**config.mk**
```make
export PLATFORM = sky130hd
export DESIGN_NAME = compare_single_event_stagger
export DESIGN_NICKNAME = d
export VERILOG_FILES = /design/src/rtl/compare_single_event_stagger_pkg.sv /design/src/rtl/stagger_slot_ctrl.sv /design/src/rtl/compare_single_event_stagger.sv
export SDC_FILE = /design/constraint.sdc
export NUM_CORES = 1
export LEC_CHECK = 0
export BUFFER_PORTS_ARGS = -buffer_cell sky130_fd_sc_hd__buf_4
export CORE_MARGIN = 2
export CORE_UTILIZATION = 57
export CTS_CLUSTER_DIAMETER = 80
export DETAILED_ROUTE_END_ITERATION = 8
export PLACE_DENSITY = 0.84
export SLEW_MARGIN = 20
export SYNTH_ARGS = -nofsm -noshare
export SYNTH_HDL_FRONTEND = slang
export SYNTH_SLANG_ARGS = --single-unit
```
**constraint.sdc**
```tcl
create_clock -name ref_clk -period 3.18 [get_ports ref_clk]
set_input_delay 0.795 -clock ref_clk [delete_from_list [all_inputs] [get_ports ref_clk]]
set_output_delay 0.795 -clock ref_clk [all_outputs]
set_load 0.01 [all_outputs]
```
**src/rtl/compare_single_event_stagger_pkg.sv**
```systemverilog
`default_nettype none
package compare_single_event_stagger_pkg;

  // ****************************************
  // sizes and timing counts
  // ****************************************
  localparam int CH_N          = 16;
  localparam int LANE_N        = 8;
  localparam int SLOT_W        = 3;
  localparam int OP_CYCLE_CLKS = 8;
  localparam int ADDR_W        = 20;

  // ****************************************
  // register indices, byte address is four times these
  // ****************************************
  localparam logic [15:0] IDX_ARM    = 16'hfe2a;
  localparam logic [15:0] IDX_SELECT = 16'hfe2c;
  localparam logic [15:0] IDX_IOC1   = 16'hf062;
  localparam logic [15:0] IDX_IOC2   = 16'hf066;
  localparam logic [15:0] IDX_STATUS = 16'hfe30;

  // ****************************************
  // reset values and field layout
  // ****************************************
  localparam logic [15:0] REG_RESET   = 16'h0000;
  localparam logic [15:0] IOC_RW_MASK = 16'h0006;
  localparam int          STAGGER_SELECT_BIT    = 2;
  localparam int          LOCK_BIT    = 1;
  localparam logic [1:0]  RESP_OKAY   = 2'b00;
  localparam logic [1:0]  RESP_SLVERR = 2'b10;

  // byte address of a register index
  function automatic logic [ADDR_W-1:0] byte_addr(input logic [15:0] idx);
    return {2'b00, idx, 2'b00};
  endfunction

  // ****************************************
  // carriers
  // ****************************************
  typedef struct packed {
    logic              awvalid;
    logic [ADDR_W-1:0] awaddr;
    logic              wvalid;
    logic [31:0]       wdata;
    logic [3:0]        wstrb;
    logic              bready;
    logic              arvalid;
    logic [ADDR_W-1:0] araddr;
    logic              rready;
  } axil_req_t;

  typedef struct packed {
    logic        awready;
    logic        wready;
    logic        bvalid;
    logic [1:0]  bresp;
    logic        arready;
    logic        rvalid;
    logic [31:0] rdata;
    logic [1:0]  rresp;
  } axil_rsp_t;

  typedef struct packed {
    logic [CH_N-1:0] match;
    logic [CH_N-1:0] level;
    logic [CH_N-1:0] mode3;
    logic            ovf;
  } cmp_event_t;

endpackage
`default_nettype wire

```
**src/rtl/stagger_slot_ctrl.sv**
```systemverilog
`timescale 1ns/1ps
`default_nettype none
module stagger_slot_ctrl (
  input  wire logic                                              ref_clk,
  input  wire logic                                              rst_b,
  input  wire logic                                              non_stagger_select,
  output logic [compare_single_event_stagger_pkg::SLOT_W-1:0] slot,
  output logic                                                   tick
);

  logic [compare_single_event_stagger_pkg::SLOT_W-1:0] slot_reg;
  logic [compare_single_event_stagger_pkg::SLOT_W-1:0] slot_next;
  logic                                                tick_reg;
  logic                                                tick_next;
  logic                                                slot_last;

  // ****************************************
  // operation cycle slot counter
  // ****************************************
  assign slot_last = slot_reg == compare_single_event_stagger_pkg::SLOT_W'(
                     compare_single_event_stagger_pkg::OP_CYCLE_CLKS - 1);
  assign slot_next = (non_stagger_select || slot_last) ? '0 : slot_reg + 3'h1;
  assign tick_next = non_stagger_select || (slot_next == '0);

  // slot and tick flops
  always_ff @(posedge ref_clk) begin
    if (!rst_b) begin
      slot_reg <= '0;
      tick_reg <= 1'b0;
    end else begin
      slot_reg <= slot_next;
      tick_reg <= tick_next;
    end
  end

  assign slot = slot_reg;
  assign tick = tick_reg;

endmodule
`default_nettype wire

```
**src/rtl/compare_single_event_stagger.sv**
```systemverilog
// Overview of operation
// sixteen software read/write single-event arm bits
// hardware clears arm bit after the event
// software: mode, value, select, then arm
// armed match acts fully, then disarms channel
// cleared arm bit blocks all compares of a selected channel
// control bit 2: 1 non-staggered, 0 staggered
// control bit 1 locks out port latch writes
// no latch writes when non-staggered or locked
// staggered operation cycle is eight clocks
// channel k switches k+1 clocks after match
// channels 8-15 staggered alongside 0-7
// compare outputs still drive alternate pin function
// non-staggered: outputs switch the following clock
// non-staggered overflow takes one extra clock
// mode 3 overflow clears outputs, staggered too
// pinless instance: latch lock has no effect
// per-channel select bit enables single-event behaviour
// select clear: arm ignored, every match acts
// software arm write beats hardware clear
//
// The AXI4-Lite register port is this design's own decision.
`timescale 1ns/1ps
`default_nettype none
module compare_single_event_stagger #(
  parameter bit PINS_CONNECTED = 1'b1
) (
  input  wire logic                                          ref_clk,
  input  wire logic                                          rst_b,
  input  wire compare_single_event_stagger_pkg::axil_req_t   bus_req,
  output compare_single_event_stagger_pkg::axil_rsp_t        bus_rsp,
  input  wire compare_single_event_stagger_pkg::cmp_event_t  cmp_in,
  output logic                                               op_tick,
  output logic [15:0]                                        compare_out,
  output logic [15:0]                                        port_latch_we,
  output logic [15:0]                                        port_latch_data
);

  // ****************************************
  // declarations
  // ****************************************
  logic [15:0] arm_reg, arm_next, select_reg, ioc1_reg, ioc2_reg;
  logic [15:0] out_reg, out_next, pwe_reg, pwe_next;
  logic [15:0] pend_set_reg, pend_lvl_reg, pend_m3_reg;
  logic        pend_ovf_reg, ns_ovf_reg;
  logic        awready_reg, wready_reg, bvalid_reg, arready_reg, rvalid_reg;
  logic [1:0]  bresp_reg, rresp_reg;
  logic [31:0] rdata_reg;
  logic [19:0] awaddr_reg;
  logic [31:0] wdata_reg;
  logic [3:0]  wstrb_reg;
  logic [2:0]  slot;
  logic        tick, non_stagger_select, lock, latch_ok, wr_fire, rd_fire, wr_ok, rd_ok;
  logic        wr_arm, wr_sel, wr_ioc1, wr_ioc2;
  logic [15:0] qual, arm_hw, stg_set, stg_lvl, stg_m3, lane_hit;
  logic [15:0] ev_set, ev_lvl, ev_rst, wr_val, rd_val;
  logic [7:0]  lane8;
  logic        stg_ovf;

  // byte-lane merge of a 16-bit register
  function automatic logic [15:0] merge16(input logic [15:0] old, input logic [31:0] d,
                                          input logic [3:0] s);
    return {s[1] ? d[15:8] : old[15:8], s[0] ? d[7:0] : old[7:0]};
  endfunction

  // register index decode
  function automatic logic hit(input logic [19:0] a, input logic [15:0] idx);
    return a == compare_single_event_stagger_pkg::byte_addr(idx);
  endfunction

  // ****************************************
  // operation cycle timing
  // ****************************************
  assign non_stagger_select = ioc2_reg[compare_single_event_stagger_pkg::STAGGER_SELECT_BIT];
  assign lock     = ioc2_reg[compare_single_event_stagger_pkg::LOCK_BIT];

  stagger_slot_ctrl u_slot (
    .ref_clk  (ref_clk),
    .rst_b    (rst_b),
    .non_stagger_select (non_stagger_select),
    .slot     (slot),
    .tick     (tick)
  );

  // ****************************************
  // single-event qualification
  // ****************************************
  assign qual   = cmp_in.match & {16{tick}} & (~select_reg | arm_reg);
  assign arm_hw = arm_reg & ~(qual & select_reg);

  // arm bit: software write wins on written bytes
  assign arm_next = wr_arm ? merge16(arm_hw, wdata_reg, wstrb_reg) : arm_hw;

  // ****************************************
  // staggered event routing
  // ****************************************
  assign stg_set  = tick ? qual : pend_set_reg;
  assign stg_lvl  = tick ? cmp_in.level : pend_lvl_reg;
  assign stg_m3   = tick ? cmp_in.mode3 : pend_m3_reg;
  assign stg_ovf  = tick ? cmp_in.ovf : pend_ovf_reg;
  assign lane8    = 8'(8'h01 << slot);
  assign lane_hit = {lane8, lane8};

  // ****************************************
  // output value control
  // ****************************************
  assign ev_set = non_stagger_select ? qual : (stg_set & lane_hit);
  assign ev_lvl = non_stagger_select ? cmp_in.level : stg_lvl;
  assign ev_rst = non_stagger_select ? ({16{ns_ovf_reg}} & pend_m3_reg)
                           : ({16{stg_ovf}} & stg_m3 & lane_hit);
  assign out_next = (out_reg & ~ev_set & ~ev_rst) | (ev_set & ev_lvl);

  // port latch writes only staggered, unlocked, pinned
  assign latch_ok = !non_stagger_select && !lock && PINS_CONNECTED;
  assign pwe_next = (ev_set | ev_rst) & {16{latch_ok}};

  // compare state flops
  always_ff @(posedge ref_clk) begin
    if (!rst_b) begin
      out_reg      <= compare_single_event_stagger_pkg::REG_RESET;
      pwe_reg      <= '0;
      pend_set_reg <= '0;
      pend_lvl_reg <= '0;
      pend_m3_reg  <= '0;
      pend_ovf_reg <= 1'b0;
      ns_ovf_reg   <= 1'b0;
    end else begin
      out_reg      <= out_next;
      pwe_reg      <= pwe_next;
      pend_set_reg <= stg_set;
      pend_lvl_reg <= stg_lvl;
      pend_m3_reg  <= stg_m3;
      pend_ovf_reg <= stg_ovf;
      ns_ovf_reg   <= non_stagger_select && tick && cmp_in.ovf;
    end
  end

  // ****************************************
  // bus slave: write path
  // ****************************************
  assign wr_fire = !awready_reg && !wready_reg && !bvalid_reg;
  assign wr_arm  = wr_fire && hit(awaddr_reg, compare_single_event_stagger_pkg::IDX_ARM);
  assign wr_sel  = wr_fire && hit(awaddr_reg, compare_single_event_stagger_pkg::IDX_SELECT);
  assign wr_ioc1 = wr_fire && hit(awaddr_reg, compare_single_event_stagger_pkg::IDX_IOC1);
  assign wr_ioc2 = wr_fire && hit(awaddr_reg, compare_single_event_stagger_pkg::IDX_IOC2);
  assign wr_ok   = wr_arm || wr_sel || wr_ioc1 || wr_ioc2;

  // handshake and response flops
  always_ff @(posedge ref_clk) begin
    if (!rst_b) begin
      awready_reg <= 1'b1;
      wready_reg  <= 1'b1;
      bvalid_reg  <= 1'b0;
      bresp_reg   <= compare_single_event_stagger_pkg::RESP_OKAY;
      awaddr_reg  <= '0;
      wdata_reg   <= '0;
      wstrb_reg   <= '0;
    end else begin
      if (awready_reg && bus_req.awvalid) begin
        awready_reg <= 1'b0;
        awaddr_reg  <= bus_req.awaddr;
      end
      if (wready_reg && bus_req.wvalid) begin
        wready_reg <= 1'b0;
        wdata_reg  <= bus_req.wdata;
        wstrb_reg  <= bus_req.wstrb;
      end
      if (wr_fire) begin
        bvalid_reg <= 1'b1;
        bresp_reg  <= wr_ok ? compare_single_event_stagger_pkg::RESP_OKAY
                            : compare_single_event_stagger_pkg::RESP_SLVERR;
      end
      if (bvalid_reg && bus_req.bready) begin
        bvalid_reg  <= 1'b0;
        awready_reg <= 1'b1;
        wready_reg  <= 1'b1;
      end
    end
  end

  // software registers
  always_ff @(posedge ref_clk) begin
    if (!rst_b) begin
      arm_reg    <= compare_single_event_stagger_pkg::REG_RESET;
      select_reg <= compare_single_event_stagger_pkg::REG_RESET;
      ioc1_reg   <= compare_single_event_stagger_pkg::REG_RESET;
      ioc2_reg   <= compare_single_event_stagger_pkg::REG_RESET;
    end else begin
      arm_reg <= arm_next;
      if (wr_sel) begin
        select_reg <= merge16(select_reg, wdata_reg, wstrb_reg);
      end
      if (wr_ioc1) begin
        ioc1_reg <= wr_val;
      end
      if (wr_ioc2) begin
        ioc2_reg <= wr_val;
      end
    end
  end

  // only stagger and lock bits are writable
  assign wr_val = merge16(wr_ioc1 ? ioc1_reg : ioc2_reg, wdata_reg, wstrb_reg)
                  & compare_single_event_stagger_pkg::IOC_RW_MASK;

  // ****************************************
  // bus slave: read path
  // ****************************************
  assign rd_fire = arready_reg && bus_req.arvalid;
  assign rd_val  = hit(bus_req.araddr, compare_single_event_stagger_pkg::IDX_ARM)    ? arm_reg :
                   hit(bus_req.araddr, compare_single_event_stagger_pkg::IDX_SELECT) ? select_reg :
                   hit(bus_req.araddr, compare_single_event_stagger_pkg::IDX_IOC1)   ? ioc1_reg :
                   hit(bus_req.araddr, compare_single_event_stagger_pkg::IDX_IOC2)   ? ioc2_reg :
                   hit(bus_req.araddr, compare_single_event_stagger_pkg::IDX_STATUS) ? out_reg : '0;
  assign rd_ok   = hit(bus_req.araddr, compare_single_event_stagger_pkg::IDX_ARM)
                || hit(bus_req.araddr, compare_single_event_stagger_pkg::IDX_SELECT)
                || hit(bus_req.araddr, compare_single_event_stagger_pkg::IDX_IOC1)
                || hit(bus_req.araddr, compare_single_event_stagger_pkg::IDX_IOC2)
                || hit(bus_req.araddr, compare_single_event_stagger_pkg::IDX_STATUS);

  // read handshake flops
  always_ff @(posedge ref_clk) begin
    if (!rst_b) begin
      arready_reg <= 1'b1;
      rvalid_reg  <= 1'b0;
      rdata_reg   <= '0;
      rresp_reg   <= compare_single_event_stagger_pkg::RESP_OKAY;
    end else if (rd_fire) begin
      arready_reg <= 1'b0;
      rvalid_reg  <= 1'b1;
      rdata_reg   <= {16'h0000, rd_val};
      rresp_reg   <= rd_ok ? compare_single_event_stagger_pkg::RESP_OKAY
                           : compare_single_event_stagger_pkg::RESP_SLVERR;
    end else if (rvalid_reg && bus_req.rready) begin
      arready_reg <= 1'b1;
      rvalid_reg  <= 1'b0;
    end
  end

  // ****************************************
  // outputs
  // ****************************************
  assign bus_rsp.awready = awready_reg;
  assign bus_rsp.wready  = wready_reg;
  assign bus_rsp.bvalid  = bvalid_reg;
  assign bus_rsp.bresp   = bresp_reg;
  assign bus_rsp.arready = arready_reg;
  assign bus_rsp.rvalid  = rvalid_reg;
  assign bus_rsp.rdata   = rdata_reg;
  assign bus_rsp.rresp   = rresp_reg;
  assign op_tick         = tick;
  assign compare_out     = out_reg;
  assign port_latch_we   = pwe_reg;
  assign port_latch_data = out_reg;

  // ****************************************
  // assertions
  // ****************************************
  property p_arm_clear;
    @(posedge ref_clk) disable iff (!rst_b)
    (|(qual & select_reg)) && !wr_arm |=> (arm_reg & $past(qual & select_reg)) == 16'h0000;
  endproperty
  a_arm_clear: assert property (p_arm_clear) else $error("arm bit not cleared after event");

  property p_disarmed;
    @(posedge ref_clk) disable iff (!rst_b)
    tick && non_stagger_select && cmp_in.match[0] && select_reg[0] && !arm_reg[0]
      |=> compare_out[0] == $past(compare_out[0]) && !ev_set[0];
  endproperty
  a_disarmed: assert property (p_disarmed) else $error("disarmed channel acted");

  property p_unrestricted;
    @(posedge ref_clk) disable iff (!rst_b)
    tick && non_stagger_select && cmp_in.match[1] && !select_reg[1] |=> compare_out[1] == $past(cmp_in.level[1]);
  endproperty
  a_unrestricted: assert property (p_unrestricted) else $error("plain channel match lost");

  property p_no_latch;
    @(posedge ref_clk) disable iff (!rst_b)
    non_stagger_select || lock |=> port_latch_we == 16'h0000;
  endproperty
  a_no_latch: assert property (p_no_latch) else $error("port latch written while barred");

  property p_cycle8;
    @(posedge ref_clk) disable iff (!rst_b)
    !non_stagger_select && tick |=> (!tick || non_stagger_select) [*7];
  endproperty
  a_cycle8: assert property (p_cycle8) else $error("staggered cycle shorter than 8");

  property p_ch7;
    @(posedge ref_clk) disable iff (!rst_b)
    !non_stagger_select && tick && qual[7] |-> ##8 (non_stagger_select || compare_out[7] == $past(cmp_in.level[7], 8));
  endproperty
  a_ch7: assert property (p_ch7) else $error("channel 7 delay wrong");

  property p_ovf_pair;
    @(posedge ref_clk) disable iff (!rst_b)
    !non_stagger_select && tick && cmp_in.ovf && cmp_in.mode3[3] && cmp_in.mode3[11] && !qual[3] && !qual[11]
      |-> ##4 (non_stagger_select || (!compare_out[3] && !compare_out[11]));
  endproperty
  a_ovf_pair: assert property (p_ovf_pair) else $error("paired overflow reset misaligned");

  property p_ns_ovf;
    @(posedge ref_clk) disable iff (!rst_b)
    (non_stagger_select && tick && cmp_in.ovf && cmp_in.mode3[0]) ##1 (non_stagger_select && !qual[0])
      |=> !compare_out[0];
  endproperty
  a_ns_ovf: assert property (p_ns_ovf) else $error("late overflow reset missing");

  property p_bhold;
    @(posedge ref_clk) disable iff (!rst_b)
    bvalid_reg && !bus_req.bready |=> bvalid_reg && $stable(bresp_reg);
  endproperty
  a_bhold: assert property (p_bhold) else $error("write response dropped");

  c_single: cover property (@(posedge ref_clk) disable iff (!rst_b) |(qual & select_reg));
  c_stagger_select_ovf: cover property (@(posedge ref_clk) disable iff (!rst_b) !non_stagger_select && |ev_rst);
  c_ns_match: cover property (@(posedge ref_clk) disable iff (!rst_b) non_stagger_select && |ev_set);
  c_latch: cover property (@(posedge ref_clk) disable iff (!rst_b) |port_latch_we);

endmodule
`default_nettype wire

```
* Yosys cells after proc, flatten, opt, wreduce, memory -nomap -nowiden
Index checks and enable logic that the tools add are counted.
Cells by class: $add $sub $neg 1, equal/unequal tests 10, shifts and indexed selects 1, mux-type cells 24, bitwise operators 20, reductions and logical operators 33
Operators by type and width (count):
- $and 16x16->16 | 12
- $mux 16 | 12
- $eq 20x18->1 const B | 9
- $not 16->16 | 4
- $or 16x16->16 | 3
- $mux 8 | 2
- $logic_and 1x1->1 | 14
- $logic_or 1x1->1 | 9
- $mux 3 | 3
- $shl 1x3->8 const A | 1
- $logic_not 1->1 | 5
- $mux 1 | 5
- $mux 2 | 2
- $reduce_and 2->1 | 2
- $add 3x1->3 const B | 1
- $eq 3x3->1 const B | 1
- $logic_not 3->1 | 1
- $reduce_bool 2->1 | 1
- $reduce_or 2->1 | 1
- $not 1->1 | 1
Storage, ports and cells: bits in registers 185, logic and storage cells 114

* Logic depth before layout (Yosys ltp)
word-level depth 10, mapped depth 7, gate-level depth less buffers 6

* By module
A second synthesis with hierarchy kept.
Unflattened totals: cells, all modules 1047, area, all modules 9008.6 um2
Modules (own cells, without submodules):
- compare_single_event_stagger | times used 1, cells each 1035, area an instance 8861.0 um2
- stagger_slot_ctrl | times used 1, cells each 12, area an instance 147.6 um2

* Least setup slack after synthesis
OpenSTA, ideal clock, no wires.
kind in2reg, from in bus_req[19] (netlist bit), to reg rdata_reg[7], arrival 2.350 ns, required time 3.093 ns, slack 0.743 ns, stages on the path 6, cells stage by stage or4b_4 -> nor4_4 -> nand2_1 -> buf_6 -> a2bb2oi_1 -> o31ai_1
On the way: word-level cells in the longest chain between the ends 6
RTL lines:
- from (decl) | RTL line compare_single_event_stagger.sv:30 | input wire compare_single_event_stagger_pkg::axil_req_t bus_req,
- $eq 20x18->1 | RTL line compare_single_event_stagger.sv:68 | return a == compare_single_event_stagger_pkg::byte_addr(idx);
- $mux 16 | RTL line compare_single_event_stagger.sv:214 | hit(bus_req.araddr, compare_single_event_stagger_pkg::IDX_STATUS) ? out_reg : '0;
- $mux 16 | RTL line compare_single_event_stagger.sv:213 | hit(bus_req.araddr, compare_single_event_stagger_pkg::IDX_IOC2) ? ioc2_reg :
- $mux 16 | RTL line compare_single_event_stagger.sv:212 | hit(bus_req.araddr, compare_single_event_stagger_pkg::IDX_IOC1) ? ioc1_reg :
- $mux 16 | RTL line compare_single_event_stagger.sv:211 | hit(bus_req.araddr, compare_single_event_stagger_pkg::IDX_SELECT) ? select_reg :
- $mux 16 (*) | RTL line compare_single_event_stagger.sv:210 | assign rd_val = hit(bus_req.araddr, compare_single_event_stagger_pkg::IDX_ARM) ? arm_reg :
- to (signal assigned) | RTL line compare_single_event_stagger.sv:231 | rdata_reg <= {16'h0000, rd_val};
- to (decl) | RTL line compare_single_event_stagger.sv:48 | logic [31:0] rdata_reg;
Every way passes the cells marked *; elsewhere a longest branch is shown, timed or not. A chain may end at the register's enable or synchronous reset.

* Final worst setup path
from reg u_slot.tick_reg, in the netlist u_slot.tick, to out op_tick
RTL lines:
- from (decl) | RTL line stagger_slot_ctrl.sv:13 | logic tick_reg;
- from (signal assigned) | RTL line stagger_slot_ctrl.sv:32 | tick_reg <= tick_next;
- to (decl) | RTL line compare_single_event_stagger.sv:33 | output logic op_tick,
No word-level cell between the ends.

==> key figures <==
Outcome
  – Status: finished clean

Drt
  – DR iter-0 viols: just over 800
  – First-pass iteration count of the detailed router: 5
  – Routed wire per std cell: ~17 um
  – DR DRC count: 0
  – Vias: 7420
  – Routed Antenna Nets: 0
  – Vias per cell: roughly 5.7
  – Routed wire length: 22200 um

Setup path
  – Worst R2R Path Depth: 5
  – Worst Path Max Fanout: 36
  – Crit-path slowest cell: dfxtp_4
  – CP peak stage delay: just over 0.6 ns
  – Stages on worst setup path: 2
  – R2R setup slack: roughly 0.68 ns
  – Required time worst endpoint: ~2.4 ns
  – Setup CP Type: flop to output port
  – WP data arrival: 1.72 ns
  – Crit path buffers/inverters: 2
  – Crit-path cells: buf_4, buf_4
  – Crit end category: output port
  – Critical path's top delay family: buffers and inverters
  – CP dominant cell by count: buf_4
  – Crit start category: flop

Timing
  – Tmin final: 2.52 ns
  – RSZ-0062 raised after global routing: no
  – Max transition margin: a little over half
  – Setup-failing EPs final: 0
  – Worst Hold Slack: between 0.4 and 0.5 ns
  – Final setup TNS: 0 ns
  – Worst-margin pin slew: around 0.71 ns
  – Worst Clk Skew: between 0.006 and 0.007 ns
  – Fin crit share: roughly four fifths
  – Slew Viols, Final: 0
  – Final count of hold timing violations: 0
  – Peak Freq: 397 MHz

Pwr
  – Switching power: ~1200 uW
  – Sw frac: about a quarter
  – Seq pwr share: 46.9%
  – Power per cell area: between 400 and 500 mW/mm^2
  – Comb power frac: approximately a tenth
  – P_leak: between 0.004 and 0.005 uW
  – Pint: between 3000 and 4000 uW
  – Power share of the clock group: roughly 43%
  – IR drop worst, VDD: about 0.00041 V

Clock tree
  – CTS Buf Count: 17
  – Clock tree root driver cell: clkbuf_16
  – Clock slew at reported path FFs: roughly 0.06 ns
  – Post-CTS Setup Inserts: 0
  – CTS hold repair buffers: 0
  – Clk sinks: around 180
  – CTS tree: done
  – Clk_lat worst skew: 0.43 ns
  – H-tree lvl count: 4
  – Max Buffers Root-to-Sink: 2
  – Post-CTS sizing: 0

Finish
  – Area Overhead vs Synth: 22.3%
  – Final-layout fill cell count: ~1200
  – Inserted Diodes: 0
  – Final net count: 1247
  – Largest register FFs: 20
  – Layout cell share with drive strength beyond 1: a little under a quarter

Floorplanning
  – Row cnt: between 40 and 50
  – Core Region: roughly 0.015 mm^2
  – Starting Density: between 50% and 60%
  – Die Y: 126 um
  – Die width: roughly 130 um
  – # IOs: 222
  – Die ar.: 0.0158 mm^2

Synth
  – Post-synthesis register bit count: around 180
  – Async SR Flop Fraction: 0%
  – Synth warnings: 0
  – Distinct cells, synth: 55
  – Synth Cell Area: around 0.0085 mm^2
  – Post-synth top area cell: dfxtp_1
  – Count leader, synth: dfxtp_1
  – Sequential cell area fraction in the yosys report: 43.3%
  – Avg Cell Area, Syn: 8.69 um^2
  – Post-synth EDFFs: 0
  – Top-area cell type share of the netlist area: a little over two fifths
  – Ys flop type: dfxtp_1
  – Synth top area cells: dfxtp_1 43%, nand2_1 6.5%, nor2b_1 5.4%
  – Top cells by count, synth: 183 x dfxtp_1, 147 x nand2_1, 73 x nor2b_1, 58 x nand3_1
  – Syn Inst Count: ~970

GRT
  – GRT overflow: 0
  – Vias in the first global route: between 7000 and 8000
  – Largest net degree at the start of global routing: 148
  – GR Util All Layers: about 28%
  – First-pass GRT wire length: between 30000 and 40000 um
  – Initial antenna violation count: 0

Worst hold path
  – Hold Path Stages: 2
  – Worst Hold Class: flop to flop

Placement
  – Port bufs: around 190
  – Final HPWL DP: around 16000 um
  – Placer congestion estimate: roughly 0.86

Flow run
  – Max-cap violation count: 0
==> per-layer routing <==
layer | global-route usage [%] | up-vias | wire length, um
met2 | 45.6 | 294 | 10500
met3 | 7.56 | 49 | 1640
met5 | 0 | - | 0
met1 | 36.5 | 3420 | 9510
li1 | - | 3657 | -
met4 | 8.86 | 0 | 531
==> through the flow <==
stage                     instance area, um^2  instances  utilization (%)  power (uW)  setup slack, ns
after global routing                    10300       1305             71.1        5340            0.449
after floorplan                          8520        990                -        2770            0.743
after CTS                               10300       1305             71.1        5170            0.661
after global placement                   9710       1274             66.8        2950            0.519
final                                   10300       1305             71.1        5160            0.660
after detailed placement                 9710       1274             66.8        2960            0.483
==> worst min-delay path: cells and delay by family (launching register included) <==
| family | cells | cell delay, ns |
|---|---|---|
| flip-flops | 1 | 0.31 |
| AND/OR/NAND/NOR | 1 | 0.05 |
| AO/OA/AOI/OAI | 1 | 0.06 |
==> cell type report <==
type	instances	area [um^2]	area share, %
clock buffer	19	453	4.38
clock inverter	12	174	1.68
inverter	12	45.0	0.436
multi-input combinational	697	4270	41.3
sequential	183	3670	35.5
tap	184	230	2.23
timing repair buffer	198	1500	14.5
==> power by group through the flow <==
stage	clock network, uW	logic, uW	registers (uW)
6_report	2240	504	2420
3_3_place_gp	0	490	2460
5_1_grt	2360	553	2430
2_1_floorplan	0	321	2450
4_1_cts	2250	502	2420
3_5_place_dp	0	497	2470
==> path summary, 6_finish.rpt <==
check                               startpoint        endpoint
worst min-delay path            awaddr_reg[19]  awaddr_reg[19]
worst max-delay path               u_slot.tick         op_tick
worst max register to register   awaddr_reg[6]   select_reg[4]
worst min register to register  awaddr_reg[19]  awaddr_reg[19]
==> cells by family (layout without fill, tap and decap cells) <==
| logic type | count (synthesis) | in the layout | synth area share, % |
|---|---|---|---|
| and+or+nand+nor | 403 | 403 | 24.3 |
| other | 1 | 18 | 0.0444 |
| DFF | 183 | 183 | 43.3 |
| muxes | 50 | 50 | 6.16 |
| adders and majority gates | 6 | 6 | 0.888 |
| buffers and inverters | 110 | 241 | 6.96 |
| AOI/OAI and AO/OA | 220 | 220 | 18.3 |
==> placed cells by master (no fill, tap or decap), types with 9 or more instances in the layout <==
master,synthesis,routed
a21boi_0,51,51
conb_1,1,18
buf_4,41,197
nand2b_1,21,21
nor2b_1,73,73
clkbuf_16,0,17
mux2i_1,34,34
a221o_1,12,12
nand3_1,58,58
a21oi_1,26,26
mux2_2,16,16
nor2_1,42,41
o21ai_0,51,51
a2bb2oi_1,14,14
a32oi_1,14,14
inv_1,11,11
o31ai_1,14,14
dfxtp_1,183,182
nand4_1,12,12
a31oi_1,12,12
nand2_1,147,147
and3_1,9,9
Note: power is estimated with default switching activity, not from simulation.
